[config.mk]
export PLATFORM = sky130hd
export DESIGN_NAME = bcc_top
export DESIGN_NICKNAME = d
export VERILOG_FILES = /design/src/pkg/bcc_pkg.sv /design/src/rtl/bcc_top.sv
export SDC_FILE = /design/constraint.sdc
export NUM_CORES = 1
export LEC_CHECK = 0
export BUFFER_PORTS_ARGS = -buffer_cell sky130_fd_sc_hd__buf_2
export CORE_AREA = 2 2 122 153
export CTS_CLUSTER_DIAMETER = 50
export DETAILED_ROUTE_END_ITERATION = 8
export DIE_AREA = 0 0 124 155
export PLACE_DENSITY = 0.71
export SLEW_MARGIN = 20
export SYNTH_ARGS = -nofsm -noshare
export SYNTH_HDL_FRONTEND = slang
export SYNTH_SLANG_ARGS = --single-unit
[constraint.sdc]
create_clock -name CLK -period 5.6 [get_ports CLK]
set_input_delay 0.56 -clock CLK [delete_from_list [all_inputs] [get_ports CLK]]
set_output_delay 0.56 -clock CLK [all_outputs]
set_load 0.01 [all_outputs]
[src/pkg/bcc_pkg.sv]
package bcc_pkg;

    // ------------------------------------------------------------
    // Widths
    // ------------------------------------------------------------
    localparam int ADDR_W = 16;
    localparam int DATA_W = 32;

    // ------------------------------------------------------------
    // Register byte offsets
    // ------------------------------------------------------------
    localparam logic [7:0] OFF_CTRL   = 8'h00;
    localparam logic [7:0] OFF_STATUS = 8'h04;
    localparam logic [7:0] OFF_MASK   = 8'h08;
    localparam logic [7:0] OFF_CALIB  = 8'h0C;

    // ------------------------------------------------------------
    // Control register fields
    // ------------------------------------------------------------
    localparam int CTRL_DLL_DIS_N = 0;
    localparam int CTRL_FT_SEL    = 1;
    localparam int CTRL_WRAP_SEL  = 2;

    // ------------------------------------------------------------
    // Reset values
    // ------------------------------------------------------------
    localparam logic [2:0]        CTRL_RST  = 3'h7;
    localparam logic [ADDR_W-1:0] MASK_RST  = 16'hFFFF;
    localparam logic [15:0]       CALIB_RST = 16'h0040;

    // ------------------------------------------------------------
    // Timing
    // ------------------------------------------------------------
    localparam int CLK_PERIOD_NS = 10;
    localparam int DLL_RELOCK_CLOCKS = 1024;

    // ------------------------------------------------------------
    // Responses
    // ------------------------------------------------------------
    localparam logic [1:0] RESP_OKAY   = 2'h0;
    localparam logic [1:0] RESP_SLVERR = 2'h2;

    typedef enum logic [1:0]
    {
        CAL_IDLE = 2'b00,
        CAL_RUN  = 2'b01,
        CAL_DONE = 2'b10
    } bcc_cal_t;

    typedef struct packed
    {
        logic address_load_strobe;
        logic counter_increment_enable;
        logic counter_clear;
        logic counter_mask_select;
        logic restart_segment_n;
    } bcc_cnt_ctl_t;

endpackage

[src/rtl/bcc_top.sv]
// How it works
// - Low dll_disable_n turns this port's DLL off.
// - flowthrough_select low gives flow-through output, high gives pipelined output.
// - Read/write select low writes the array, high reads it.
// - Ready goes low after DLL and impedance calibration finish; open-drain capable.
// - Near-full flag goes low one cycle before unmasked bits become all ones.
// - At max count with wrap low, next increment clears unmasked bits.
// - At max count with wrap high, next increment reloads mirror address.
// - Low restart_segment_n reloads the initially loaded address.
// - Master reset is active low, asynchronous, and resets the whole port.
// - All transfers happen on the rising port clock edge.
// - Toggling dll_disable_n resets only this port's DLL.
//
// The register offsets and the AXI4-Lite register port were left to the implementer.
`timescale 1ns/10ps
module bcc_top
    import bcc_pkg::*;
(
    input  wire logic                      CLK,            // Port clock
    input  wire logic                      RST_B,          // Sync reset, active low
    input  wire logic                      MASTER_RESET_N, // Async master reset
    input  wire logic [bcc_pkg::ADDR_W-1:0] ADDR,          // Address load value
    input  wire logic                      READ_WRITE_SEL, // Low write, high read
    input  wire logic                      ACCESS_VALID,   // Access this cycle
    input  wire bcc_pkg::bcc_cnt_ctl_t     CNT_CTL,        // Counter controls
    output logic [bcc_pkg::ADDR_W-1:0]     COUNTER_ADDR,   // Burst address
    output logic                           ARRAY_WRITE,    // Write strobe
    output logic                           ARRAY_READ,     // Read strobe
    output logic                           PIPELINED_MODE, // Pipelined timing
    output logic                           DLL_ENABLE,     // DLL running
    output logic                           READY_OUT,      // Ready level
    output logic                           READY_OE,       // Drive low when ready
    output logic                           COUNTER_NEAR_FULL_FLAG_N, // Near full
    input  wire logic                      S_AXI_AWVALID,  // AXI write address
    output logic                           S_AXI_AWREADY,
    input  wire logic [7:0]                S_AXI_AWADDR,
    input  wire logic                      S_AXI_WVALID,   // AXI write data
    output logic                           S_AXI_WREADY,
    input  wire logic [bcc_pkg::DATA_W-1:0] S_AXI_WDATA,
    input  wire logic [3:0]                S_AXI_WSTRB,
    output logic                           S_AXI_BVALID,   // AXI write response
    input  wire logic                      S_AXI_BREADY,
    output logic [1:0]                     S_AXI_BRESP,
    input  wire logic                      S_AXI_ARVALID,  // AXI read address
    output logic                           S_AXI_ARREADY,
    input  wire logic [7:0]                S_AXI_ARADDR,
    output logic                           S_AXI_RVALID,   // AXI read data
    input  wire logic                      S_AXI_RREADY,
    output logic [bcc_pkg::DATA_W-1:0]     S_AXI_RDATA,
    output logic [1:0]                     S_AXI_RRESP
);
    import bcc_pkg::*;

    // ------------------------------------------------------------
    // Reset merge
    // ------------------------------------------------------------
    // Async master reset is caught by two flops; release is synchronous
    logic       mr_s1_q;
    logic       mr_s2_q;
    always_ff @(posedge CLK or negedge MASTER_RESET_N)
    begin
        if (!MASTER_RESET_N)
        begin
            mr_s1_q <= 1'b0;
            mr_s2_q <= 1'b0;
        end
        else
        begin
            mr_s1_q <= 1'b1;
            mr_s2_q <= mr_s1_q;
        end
    end
    logic rst_n;
    assign rst_n = RST_B && mr_s2_q;

    // ------------------------------------------------------------
    // Register bus
    // ------------------------------------------------------------
    logic [2:0]        ctrl_q, ctrl_d;
    logic [ADDR_W-1:0] mask_q, mask_d;
    logic [15:0]       calib_q, calib_d;
    logic              aw_got_q, aw_got_d, w_got_q, w_got_d;
    logic [7:0]        awaddr_q, awaddr_d;
    logic [31:0]       wdata_q, wdata_d;
    logic [3:0]        wstrb_q, wstrb_d;
    logic              bvalid_q, bvalid_d, rvalid_q, rvalid_d;
    logic              awready_q, awready_d, wready_q, wready_d, arready_q, arready_d;
    logic [1:0]        bresp_q, bresp_d, rresp_q, rresp_d;
    logic [31:0]       rdata_q, rdata_d;

    function automatic logic mapped(input logic [7:0] a);
        mapped = (a == OFF_CTRL) || (a == OFF_STATUS) || (a == OFF_MASK) || (a == OFF_CALIB);
    endfunction

    // Unmasked bits are one increment short of all ones
    function automatic logic pre_full(input logic [ADDR_W-1:0] c, input logic [ADDR_W-1:0] m);
        pre_full = ((c & m) != m) && ((((c & m) + 16'h0001) & m) == m);
    endfunction

    logic [ADDR_W-1:0] cnt_q, cnt_d, mirror_q, mirror_d;
    logic              flag_n_q, flag_n_d;
    logic              ready_q;
    bcc_cal_t          cal_q, cal_d;
    logic [15:0]       cal_cnt_q, cal_cnt_d;

    always_comb
    begin
        ctrl_d   = ctrl_q;
        mask_d   = mask_q;
        calib_d  = calib_q;
        aw_got_d = aw_got_q;
        w_got_d  = w_got_q;
        awaddr_d = awaddr_q;
        wdata_d  = wdata_q;
        wstrb_d  = wstrb_q;
        bvalid_d = bvalid_q;
        bresp_d  = bresp_q;
        rvalid_d = rvalid_q;
        rresp_d  = rresp_q;
        rdata_d  = rdata_q;
        if (S_AXI_AWVALID && awready_q)
        begin
            aw_got_d = 1'b1;
            awaddr_d = S_AXI_AWADDR;
        end
        if (S_AXI_WVALID && wready_q)
        begin
            w_got_d = 1'b1;
            wdata_d = S_AXI_WDATA;
            wstrb_d = S_AXI_WSTRB;
        end
        if (aw_got_q && w_got_q)
        begin
            aw_got_d = 1'b0;
            w_got_d  = 1'b0;
            bvalid_d = 1'b1;
            bresp_d  = mapped(awaddr_q) ? RESP_OKAY : RESP_SLVERR;
            if (awaddr_q == OFF_CTRL && wstrb_q[0])
                ctrl_d = wdata_q[2:0];
            if (awaddr_q == OFF_MASK)
            begin
                if (wstrb_q[0]) mask_d[7:0]  = wdata_q[7:0];
                if (wstrb_q[1]) mask_d[15:8] = wdata_q[15:8];
            end
            if (awaddr_q == OFF_CALIB)
            begin
                if (wstrb_q[0]) calib_d[7:0]  = wdata_q[7:0];
                if (wstrb_q[1]) calib_d[15:8] = wdata_q[15:8];
            end
        end
        if (bvalid_q && S_AXI_BREADY)
            bvalid_d = 1'b0;
        if (rvalid_q && S_AXI_RREADY)
            rvalid_d = 1'b0;
        if (S_AXI_ARVALID && arready_q)
        begin
            rvalid_d = 1'b1;
            rresp_d  = mapped(S_AXI_ARADDR) ? RESP_OKAY : RESP_SLVERR;
            case (S_AXI_ARADDR)
                OFF_CTRL:   rdata_d = {29'h0, ctrl_q};
                OFF_STATUS: rdata_d = {cnt_q, 12'h000, cal_q, flag_n_q, ready_q};
                OFF_MASK:   rdata_d = {16'h0000, mask_q};
                OFF_CALIB:  rdata_d = {16'h0000, calib_q};
                default:    rdata_d = 32'h0000_0000;
            endcase
        end
        // Readies are registered so every bus output leaves a flop
        awready_d = !aw_got_d && !bvalid_d;
        wready_d  = !w_got_d && !bvalid_d;
        arready_d = !rvalid_d;
    end

    always_ff @(posedge CLK)
    begin
        if (!rst_n)
        begin
            ctrl_q   <= CTRL_RST;
            mask_q   <= MASK_RST;
            calib_q  <= CALIB_RST;
            aw_got_q <= 1'b0;
            w_got_q  <= 1'b0;
            awaddr_q <= 8'h00;
            wdata_q  <= 32'h0000_0000;
            wstrb_q  <= 4'h0;
            bvalid_q <= 1'b0;
            bresp_q  <= RESP_OKAY;
            rvalid_q <= 1'b0;
            rresp_q  <= RESP_OKAY;
            rdata_q  <= 32'h0000_0000;
            awready_q <= 1'b0;
            wready_q  <= 1'b0;
            arready_q <= 1'b0;
        end
        else
        begin
            ctrl_q   <= ctrl_d;
            mask_q   <= mask_d;
            calib_q  <= calib_d;
            aw_got_q <= aw_got_d;
            w_got_q  <= w_got_d;
            awaddr_q <= awaddr_d;
            wdata_q  <= wdata_d;
            wstrb_q  <= wstrb_d;
            bvalid_q <= bvalid_d;
            bresp_q  <= bresp_d;
            rvalid_q <= rvalid_d;
            rresp_q  <= rresp_d;
            rdata_q  <= rdata_d;
            awready_q <= awready_d;
            wready_q  <= wready_d;
            arready_q <= arready_d;
        end
    end

    assign S_AXI_AWREADY = awready_q;
    assign S_AXI_WREADY  = wready_q;
    assign S_AXI_BVALID  = bvalid_q;
    assign S_AXI_BRESP   = bresp_q;
    assign S_AXI_ARREADY = arready_q;
    assign S_AXI_RVALID  = rvalid_q;
    assign S_AXI_RDATA   = rdata_q;
    assign S_AXI_RRESP   = rresp_q;

    // ------------------------------------------------------------
    // DLL and calibration
    // ------------------------------------------------------------
    logic dll_en, dll_en_prev_q;
    assign dll_en = ctrl_q[CTRL_DLL_DIS_N];

    // A DLL edge restarts calibration only; counter and bus stay untouched
    always_comb
    begin
        cal_d     = cal_q;
        cal_cnt_d = cal_cnt_q;
        case (cal_q)
            CAL_IDLE:
            begin
                cal_d     = CAL_RUN;
                cal_cnt_d = 16'h0000;
            end
            CAL_RUN:
            begin
                cal_cnt_d = cal_cnt_q + 16'h0001;
                if (cal_cnt_q >= calib_q)
                    cal_d = CAL_DONE;
            end
            CAL_DONE:  cal_d = CAL_DONE;
            default:   cal_d = CAL_IDLE;
        endcase
        if (dll_en != dll_en_prev_q)
            cal_d = CAL_IDLE;
    end

    always_ff @(posedge CLK)
    begin
        if (!rst_n)
        begin
            cal_q         <= CAL_IDLE;
            cal_cnt_q     <= 16'h0000;
            dll_en_prev_q <= 1'b1;
        end
        else
        begin
            cal_q         <= cal_d;
            cal_cnt_q     <= cal_cnt_d;
            dll_en_prev_q <= dll_en;
        end
    end
    assign ready_q = (cal_q == CAL_DONE);

    // ------------------------------------------------------------
    // Burst counter
    // ------------------------------------------------------------
    logic [ADDR_W-1:0] inc, nxt_mask_full;
    logic              at_max;

    always_comb
    begin
        cnt_d    = cnt_q;
        mirror_d = mirror_q;
        inc      = ((cnt_q & mask_q) + 16'h0001) & mask_q;
        at_max   = ((cnt_q & mask_q) == mask_q);
        nxt_mask_full = (cnt_q & ~mask_q) | inc;
        if (CNT_CTL.counter_clear)
            cnt_d = 16'h0000;
        else if (CNT_CTL.address_load_strobe)
        begin
            cnt_d    = ADDR;
            mirror_d = ADDR;
        end
        else if (!CNT_CTL.restart_segment_n)
            cnt_d = mirror_q;
        else if (CNT_CTL.counter_increment_enable)
        begin
            if (at_max && !ctrl_q[CTRL_WRAP_SEL])
                cnt_d = cnt_q & ~mask_q;
            else if (at_max)
                cnt_d = mirror_q;
            else
                cnt_d = nxt_mask_full;
        end
        // Flag leads the increment that completes all ones by a cycle
        flag_n_d = !pre_full(cnt_d, mask_d);
    end

    always_ff @(posedge CLK)
    begin
        if (!rst_n)
        begin
            cnt_q    <= 16'h0000;
            mirror_q <= 16'h0000;
            flag_n_q <= 1'b1;
        end
        else
        begin
            cnt_q    <= cnt_d;
            mirror_q <= mirror_d;
            flag_n_q <= flag_n_d;
        end
    end

    // ------------------------------------------------------------
    // Outputs
    // ------------------------------------------------------------
    always_ff @(posedge CLK)
    begin
        if (!rst_n)
        begin
            COUNTER_ADDR   <= 16'h0000;
            ARRAY_WRITE    <= 1'b0;
            ARRAY_READ     <= 1'b0;
            PIPELINED_MODE <= 1'b1;
            DLL_ENABLE     <= 1'b0;
            READY_OUT      <= 1'b1;
            READY_OE       <= 1'b0;
            COUNTER_NEAR_FULL_FLAG_N <= 1'b1;
        end
        else
        begin
            COUNTER_ADDR   <= cnt_q;
            ARRAY_WRITE    <= ACCESS_VALID && !READ_WRITE_SEL;
            ARRAY_READ     <= ACCESS_VALID && READ_WRITE_SEL;
            PIPELINED_MODE <= ctrl_q[CTRL_FT_SEL];
            DLL_ENABLE     <= dll_en && (cal_q != CAL_IDLE);
            READY_OUT      <= !ready_q;
            READY_OE       <= ready_q;
            COUNTER_NEAR_FULL_FLAG_N <= flag_n_q;
        end
    end

endmodule

==> impl_metrics.py, run 1 <==
metrics = {
    "status": {
        "outcome": "completed",
    },
    "global_routing": {
        "grt_pass1_wl_mm": 37.6,
        "grt_antenna_before_repair": 0,
        "grt_max_degree": 89,
        "overflow": 0,
        "grt_usage_pct": 25.2,
        "grt_pass1_vias": 7200,
    },
    "critical_path": {
        "regToRegSetupSlack_ps": 1320,
        "crit_required_ps": 5900,
        "r2r_cells": 11,
        "critPathLaunchType": "flip-flop",
        "worst_path_max_delay_cell": "nand4b_1",
        "critical_path.max_stage_delay_ps": 680,
        "worst-path-buf-inv": 0,
        "worstPathMaxFanout": 10,
        "crit_family": "simple AND/OR/NAND/NOR gates",
        "cp.arrival_ps": 4590,
        "cp_cell_sequence": "or4_1 -> nor4_2 -> nand4b_1 -> mux2i_1 -> a21oi_1 -> ha_1 -> or3b_2 -> nor4_1 -> mux2i_1 -> o31a_1 -> nand4_1",
        "worstReg2RegEnd": "flag_n_q",
        "cp-end-kind": "flip-flop",
        "path_class": "flip-flop to flip-flop",
        "cpMostUsedCell": "mux2i_1",
        "r2r-start": "awaddr_q[0]",
    },
    "placement": {
        "pre_cts_slack_ps": 1340,
        "gp_congestion": 0.982,
        "place_inst": 1361,
        "placed_area_um2": 9430,
        "portBuffers": 125,
        "dp_hpwl_mm": 17.8,
    },
    "cells_and_area": {
        "finish.instance_area_um2": 10000,
        "utilization_pct": 56.1,
        "diodes": 0,
        "synthToLayoutAreaGrowth_pct": 15.1,
        "final_cell_mix": "dfxtp_1 (177), nand2_1 (142), nor2_1 (126)",
        "nets": 1261,
        "instances_no_fill": 1393,
        "post_route_cells_drive_above_1_share_pct": 16.7,
        "layout_commonest_cell": "dfxtp_1",
    },
    "timing": {
        "drv_slew": 0,
        "max_slew_margin_pct": 40.0,
        "final-setup-viol-count": 0,
        "rsz0062_at_grt": "false",
        "period_needed_ps": 4280,
        "fmax_mhz": 234,
        "fin_crit_sh_pct": 76.5,
        "setup_ws_ps": 1320,
        "hold_viol": 0,
        "whs_ps": 287,
        "fin_setup_tns_ps": 0,
        "skew_ps": 8.92,
        "worst_pin_slew_ps": 901,
    },
    "yosys": {
        "synth_cell_types": 76,
        "avgSynthCellArea_um2": 8.20,
        "ys_seq_area_share_pct": 41.2,
        "syn_inst": 1062,
        "synth_area_leader_cell": "dfxtp_1",
        "synth_edf_count": 0,
        "synth.top_cell.area_share_pct": 40.7,
        "syn-cell-area_um2": 8710,
        "synth_area_leaders": "dfxtp_1 (41%), mux2i_1 (6.3%), nand2_1 (6.2%), a21oi_1 (5.8%), nor2_1 (5.4%)",
        "synthArstFlopShare_pct": 1.12,
        "synth_warnings": 0,
        "synth_seq_cells": 179,
        "synth_ff_type": "dfxtp_1",
    },
    "clocking": {
        "clockBufferDepth": 2,
        "cts_root_buffer": "clkbuf_16",
        "worstSkewPairLatency_ps": 430,
        "htreeDepth": 4,
        "cts_setup_buffers": 0,
        "numCtsBuffers": 17,
        "clk_pin_slew_worst_paths_ps": 70,
        "cts.repair.resized": 0,
        "cts_tree": "built",
        "clock_sinks": 179,
    },
    "hold_path": {
        "min_to": "ARRAY_WRITE",
        "holdPathStages": 2,
        "worstHoldPathType": "primary input to flip-flop",
        "hp-start": "READ_WRITE_SEL",
    },
    "drt": {
        "vias": 7837,
        "vias_per_cell": 5.63,
        "drtPass1Iterations": 5,
        "ant_nets": 0,
        "drt_iter0_markers": 631,
        "routed_wl_mm": 24.1,
        "wire_per_inst_um": 17.3,
        "drc_errors": 0,
    },
    "floorplanning": {
        "ios": 147,
        "row_count": 55,
        "initial_core_util_pct": 48.7,
        "dieArea_um2": 19200,
        "coreArea_um2": 17900,
        "dieWidth_um": 124,
        "fp.dieH_um": 155,
    },
    "pwr": {
        "leakagePower_nw": 4.17,
        "ir_drop_v": 0.000212,
        "fin_total_pwr_mw": 2.67,
        "p_per_area_nw_per_um2": 266,
    },
    "run": {
        "drv_cap": 0,
    },
}
[worst max-delay path by stage]
stage	slack (ps)	cells after the start	start	end
floorplan	2230	12	awaddr_q[0]	flag_n_q
finish	1320	11	awaddr_q[0]	flag_n_q
detailed placement	1340	11	awaddr_q[0]	flag_n_q
global placement	1410	11	awaddr_q[0]	flag_n_q
global route	1000	11	awaddr_q[0]	flag_n_q
CTS	1300	11	awaddr_q[0]	flag_n_q
[synth_stat cells, types with 4 or more instances]
library cell,instances
dfxtp_1,177
nand2_1,144
nor2_1,126
a21oi_1,101
mux2i_1,55
clkbuf_1,45
nand3_1,36
inv_1,35
o21ai_0,32
a22oi_1,26
ha_1,25
nor2b_1,20
and3_1,19
nor3_1,19
nand2b_1,16
nand4_1,13
or3_1,12
a21o_1,11
a31oi_1,9
and2_1,9
o211ai_1,8
buf_1,7
or2_2,7
buf_2,6
nor3b_1,5
nor4_1,5
or4_1,5
nand3b_1,4
xnor2_1,4
[kinds of logic after synthesis]
family | count (synthesis) | synth area share (%)
AND/OR/NAND/NOR | 459 | 25.7
AO/OA/AOI/OAI | 228 | 16.5
flip-flops | 179 | 41.2
buffers and inverters | 100 | 4.61
multiplexers | 62 | 7.61
adder cells (fa/ha/maj) | 25 | 3.59
XOR/XNOR | 7 | 0.704
other | 2 | 0.0862
[sequential cells by signal (all words and copies together) (netlist names), 2 cells and up]
name	cells
awaddr_q	8
cnt_q	16
mirror_q	16
mask_q	16
COUNTER_ADDR	16
wstrb_q	2
ctrl_q	3
calib_q	16
cal_cnt_q	16
S_AXI_RDATA	32
cal_q	2
wdata_q	16
[report_power, final]
part | leakage, nW | internal, mW | switching (mW)
registers | 1.45 | 1.29 | 0.0164
clock network | 0.284 | 0.677 | 0.525
logic | 2.43 | 0.0603 | 0.106
[repair_timing]
action,4_1_cts,5_1_grt
setup endpoints to repair,0,0
endpoints found under the hold margin,2,0
hold buffers,1,0
[layout make-up]
| cell class | instances | area, µm² |
|---|---|---|
| fillers | 1718 | 7860 |
| multi-input cells | 784 | 4730 |
| flip-flops and latches | 179 | 3590 |
| repair buffers | 133 | 688 |
| clock buffers | 19 | 443 |
| well taps | 228 | 285 |
| clock inverters | 12 | 149 |
| inverters | 38 | 143 |
[routing by layer]
layer	GRT usage, %	vias up	share of wire (%)
li1	-	3895	-
met1	30.6	3669	42
met2	43.1	221	50
met3	3.92	52	4.3
met4	11.8	0	4.0
met5	0	-	0
(Power assumes the default switching activity.)
==> run 2, diff against run 1 <==
- ABC_AREA: default -> 1
- CORE_AREA: 2 2 122 153 -> 2 2 123 155
- DIE_AREA: 0 0 124 155 -> 0 0 125 157
- clock period: 5.6 -> 4.4 ns (I/O delays scaled with it)
==> run 2 against run 1 <==
Net effect: wire length rose by 0.75%; via count increased by 12%; combinational power up 40%; highest routed layer unchanged; non-clock buffer count stayed put; critical path type unchanged; critical endpoint unchanged; largest cell class unchanged.
==> impl_metrics.py, run 2 <==
metrics = {
    "status": {
        "outcome": "completed",
    },
    "yosys": {
        "synth_warnings": 0,
        "synthArstFlopShare_pct": 1.12,
        "synth_simple_gate_area_share_pct": 30.7,
        "synth_ff_type": "dfxtp_1",
        "synth_top_family_by_area": "simple AND/OR/NAND/NOR gates",
        "avgSynthCellArea_um2": 6.76,
        "synth_area_leaders": "dfxtp_1 (40%), nand2_1 (14%), a21oi_1 (8.0%), nor2_1 (6.1%), inv_1 (5.6%)",
        "synth_area_leader_cell": "dfxtp_1",
        "synthAdderAreaFrac_pct": 3.51,
        "synth.top_cell.area_share_pct": 39.7,
        "syn-cell-area_um2": 8920,
        "synth_seq_cells": 179,
        "synthMuxAreaShare_pct": 0,
        "syn_inst": 1319,
        "synth-compound-area-share_pct": 16.4,
        "ys_seq_area_share_pct": 40.3,
        "synth_cell_types": 45,
        "synth_edf_count": 0,
        "synth_xor_xnor_area_share_pct": 0,
        "synth.most_common_cell": "nand2_1",
        "yosys-top-cells-count": "nand2_1 (332), dfxtp_1 (177), nor2_1 (144), a21oi_1 (142), inv_1 (133)",
    },
    "clocking": {
        "clock_sinks": 179,
        "numCtsBuffers": 17,
        "cts.repair.resized": 0,
        "clk_pin_slew_worst_paths_ps": 70,
        "cts_root_buffer": "clkbuf_16",
        "htreeDepth": 4,
        "worstSkewPairLatency_ps": 430,
        "clockBufferDepth": 2,
        "cts_setup_buffers": 0,
        "cts_tree": "built",
    },
    "timing": {
        "skew_ps": 9.16,
        "rsz0062_at_grt": "false",
        "hold_viol": 0,
        "fmax_mhz": 303,
        "worst_pin_slew_ps": 1120,
        "drv_slew": 0,
        "whs_ps": 172,
        "final-setup-viol-count": 0,
        "fin_crit_sh_pct": 75.0,
        "max_slew_margin_pct": 25.2,
        "fin_setup_tns_ps": 0,
        "period_needed_ps": 3300,
        "setup_ws_ps": 1100,
    },
    "pwr": {
        "p_per_area_nw_per_um2": 327,
        "leakagePower_nw": 4.54,
        "ir_drop_v": 0.000266,
    },
    "floorplanning": {
        "fp.dieH_um": 157,
        "dieWidth_um": 125,
        "coreArea_um2": 18000,
        "row_count": 55,
        "dieArea_um2": 19600,
        "ios": 147,
        "initial_core_util_pct": 49.5,
    },
    "drt": {
        "vias_per_cell": 5.27,
        "drtPass1Iterations": 5,
        "routed_wl_mm": 24.3,
        "drc_errors": 0,
        "wire_per_inst_um": 14.6,
        "vias": 8753,
        "ant_nets": 0,
        "drt_iter0_markers": 646,
    },
    "global_routing": {
        "overflow": 0,
        "grt_antenna_before_repair": 0,
        "grt_max_degree": 71,
        "grt_pass1_vias": 8246,
        "grt_usage_pct": 25.0,
        "grt_pass1_wl_mm": 39.9,
    },
    "cells_and_area": {
        "seqCellArea_um2": 3590,
        "fillers": 1781,
        "synthToLayoutAreaGrowth_pct": 14.9,
        "largest_register_ffs": 32,
        "post_route_cells_drive_above_1_share_pct": 15.9,
        "layout_commonest_cell": "nand2_1",
        "final_cell_mix": "nand2_1 (331), dfxtp_1 (177), nor2_1 (144)",
        "multi_input_area_um2": 4540,
        "diodes": 0,
        "nets": 1527,
    },
    "placement": {
        "gp_congestion": 0.930,
        "dp_hpwl_mm": 17.9,
        "pre_cts_slack_ps": 1180,
        "portBuffers": 125,
    },
    "critical_path": {
        "cp.arrival_ps": 3620,
        "cp-end-kind": "flip-flop",
        "crit_required_ps": 4710,
        "path_class": "flip-flop to flip-flop",
        "worstPathMaxFanout": 18,
        "critPathLaunchType": "flip-flop",
    },
    "run": {
        "drv_cap": 0,
    },
    "hold_path": {
        "worstHoldPathType": "primary input to flip-flop",
    },
}
run 2: cell types whose count changed after synthesis, moves of 36 or more:
cell	previous run	this run
nand2_1	144	332
inv_1	35	133
mux2i_1	55	0
nand3_1	36	83
a21oi_1	101	142
o21ai_0	32	68
run 2: path summary, 6_finish.rpt:
| check | startpoint | endpoint | slack, ps | depth (start not counted) |
|---|---|---|---|---|
| worst max-delay path | cnt_q[0] | flag_n_q | 1100 | 23 |
| worst min-delay path | READ_WRITE_SEL | ARRAY_WRITE | 170 | 2 |
| worst max register to register | cnt_q[0] | flag_n_q | 1100 | 23 |
| worst min register to register | mr_s1_q | mr_s2_q | 360 | 0 |
| max in group asynchronous | MASTER_RESET_N | mr_s2_q | 3980 | 2 |
| min in group asynchronous | MASTER_RESET_N | mr_s1_q | 320 | 2 |
run 2: stage by stage:
stage / area, µm² / instances / util [%] / total power [mW]
2_1_floorplan: 8920 / 1320 / - / 1.84
3_3_place_gp: 9670 / 1627 / 53.7 / 1.92
3_5_place_dp: 9670 / 1627 / 53.7 / 1.92
4_1_cts: 10200 / 1660 / 56.8 / 3.37
5_1_grt: 10200 / 1660 / 56.8 / 3.47
6_report: 10200 / 1660 / 56.8 / 3.35
run 2: worst max-delay path: stages (launching register included):
cell      delay [ps]
dfxtp_1          410
inv_1             90
ha_1             210
a21oi_1          180
nand2_1          120
nor2_4           130
nand2_4          160
nor2_2           330
nand2_1           90
nand3_1           90
nand2_1           50
nand2_1           90
nand2_1           70
nand2_2          100
inv_1             60
ha_1             260
o21ai_0           70
inv_1             60
and3_1           160
nand3b_1          80
nor2_1           130
nand2_1           60
nor2_1           100
nand3_1           70
run 2: report_power, final:
| group | internal [mW] | leakage, nW | switching [mW] |
|---|---|---|---|
| clock network | 0.812 | 0.266 | 0.650 |
| logic | 0.0749 | 2.82 | 0.158 |
| registers | 1.64 | 1.45 | 0.0155 |
run 2: timing repair:
item                       CTS  global route
hold buffers                 1             0
hold endpoints to repair     2             0
setup endpoints to repair    0             0
run 2: cells by family after synthesis:
family | Yosys count
AOI/OAI and AO/OA | 268
adders and majority gates | 25
buffers and inverters | 208
DFF | 179
other | 2
and+or+nand+nor | 637
run 2: cell type report:
cell class	instances	share of cell area (%)
repair buffers	133	6.71
well taps	228	2.78
inverters	155	5.68
multi-input cells	933	44.3
flip-flops and latches	179	35.1
clock inverters	11	1.03
clock buffers	21	4.49
run 2: layer usage:
layer  vias up  global-route usage [%]  share of wire (%)
met5         -                       0                  0
met4         0                    11.7                3.3
met3        49                    3.20                4.7
met2       258                    44.4                 49
met1      3975                    30.0                 43
li1       4471                       -                  -
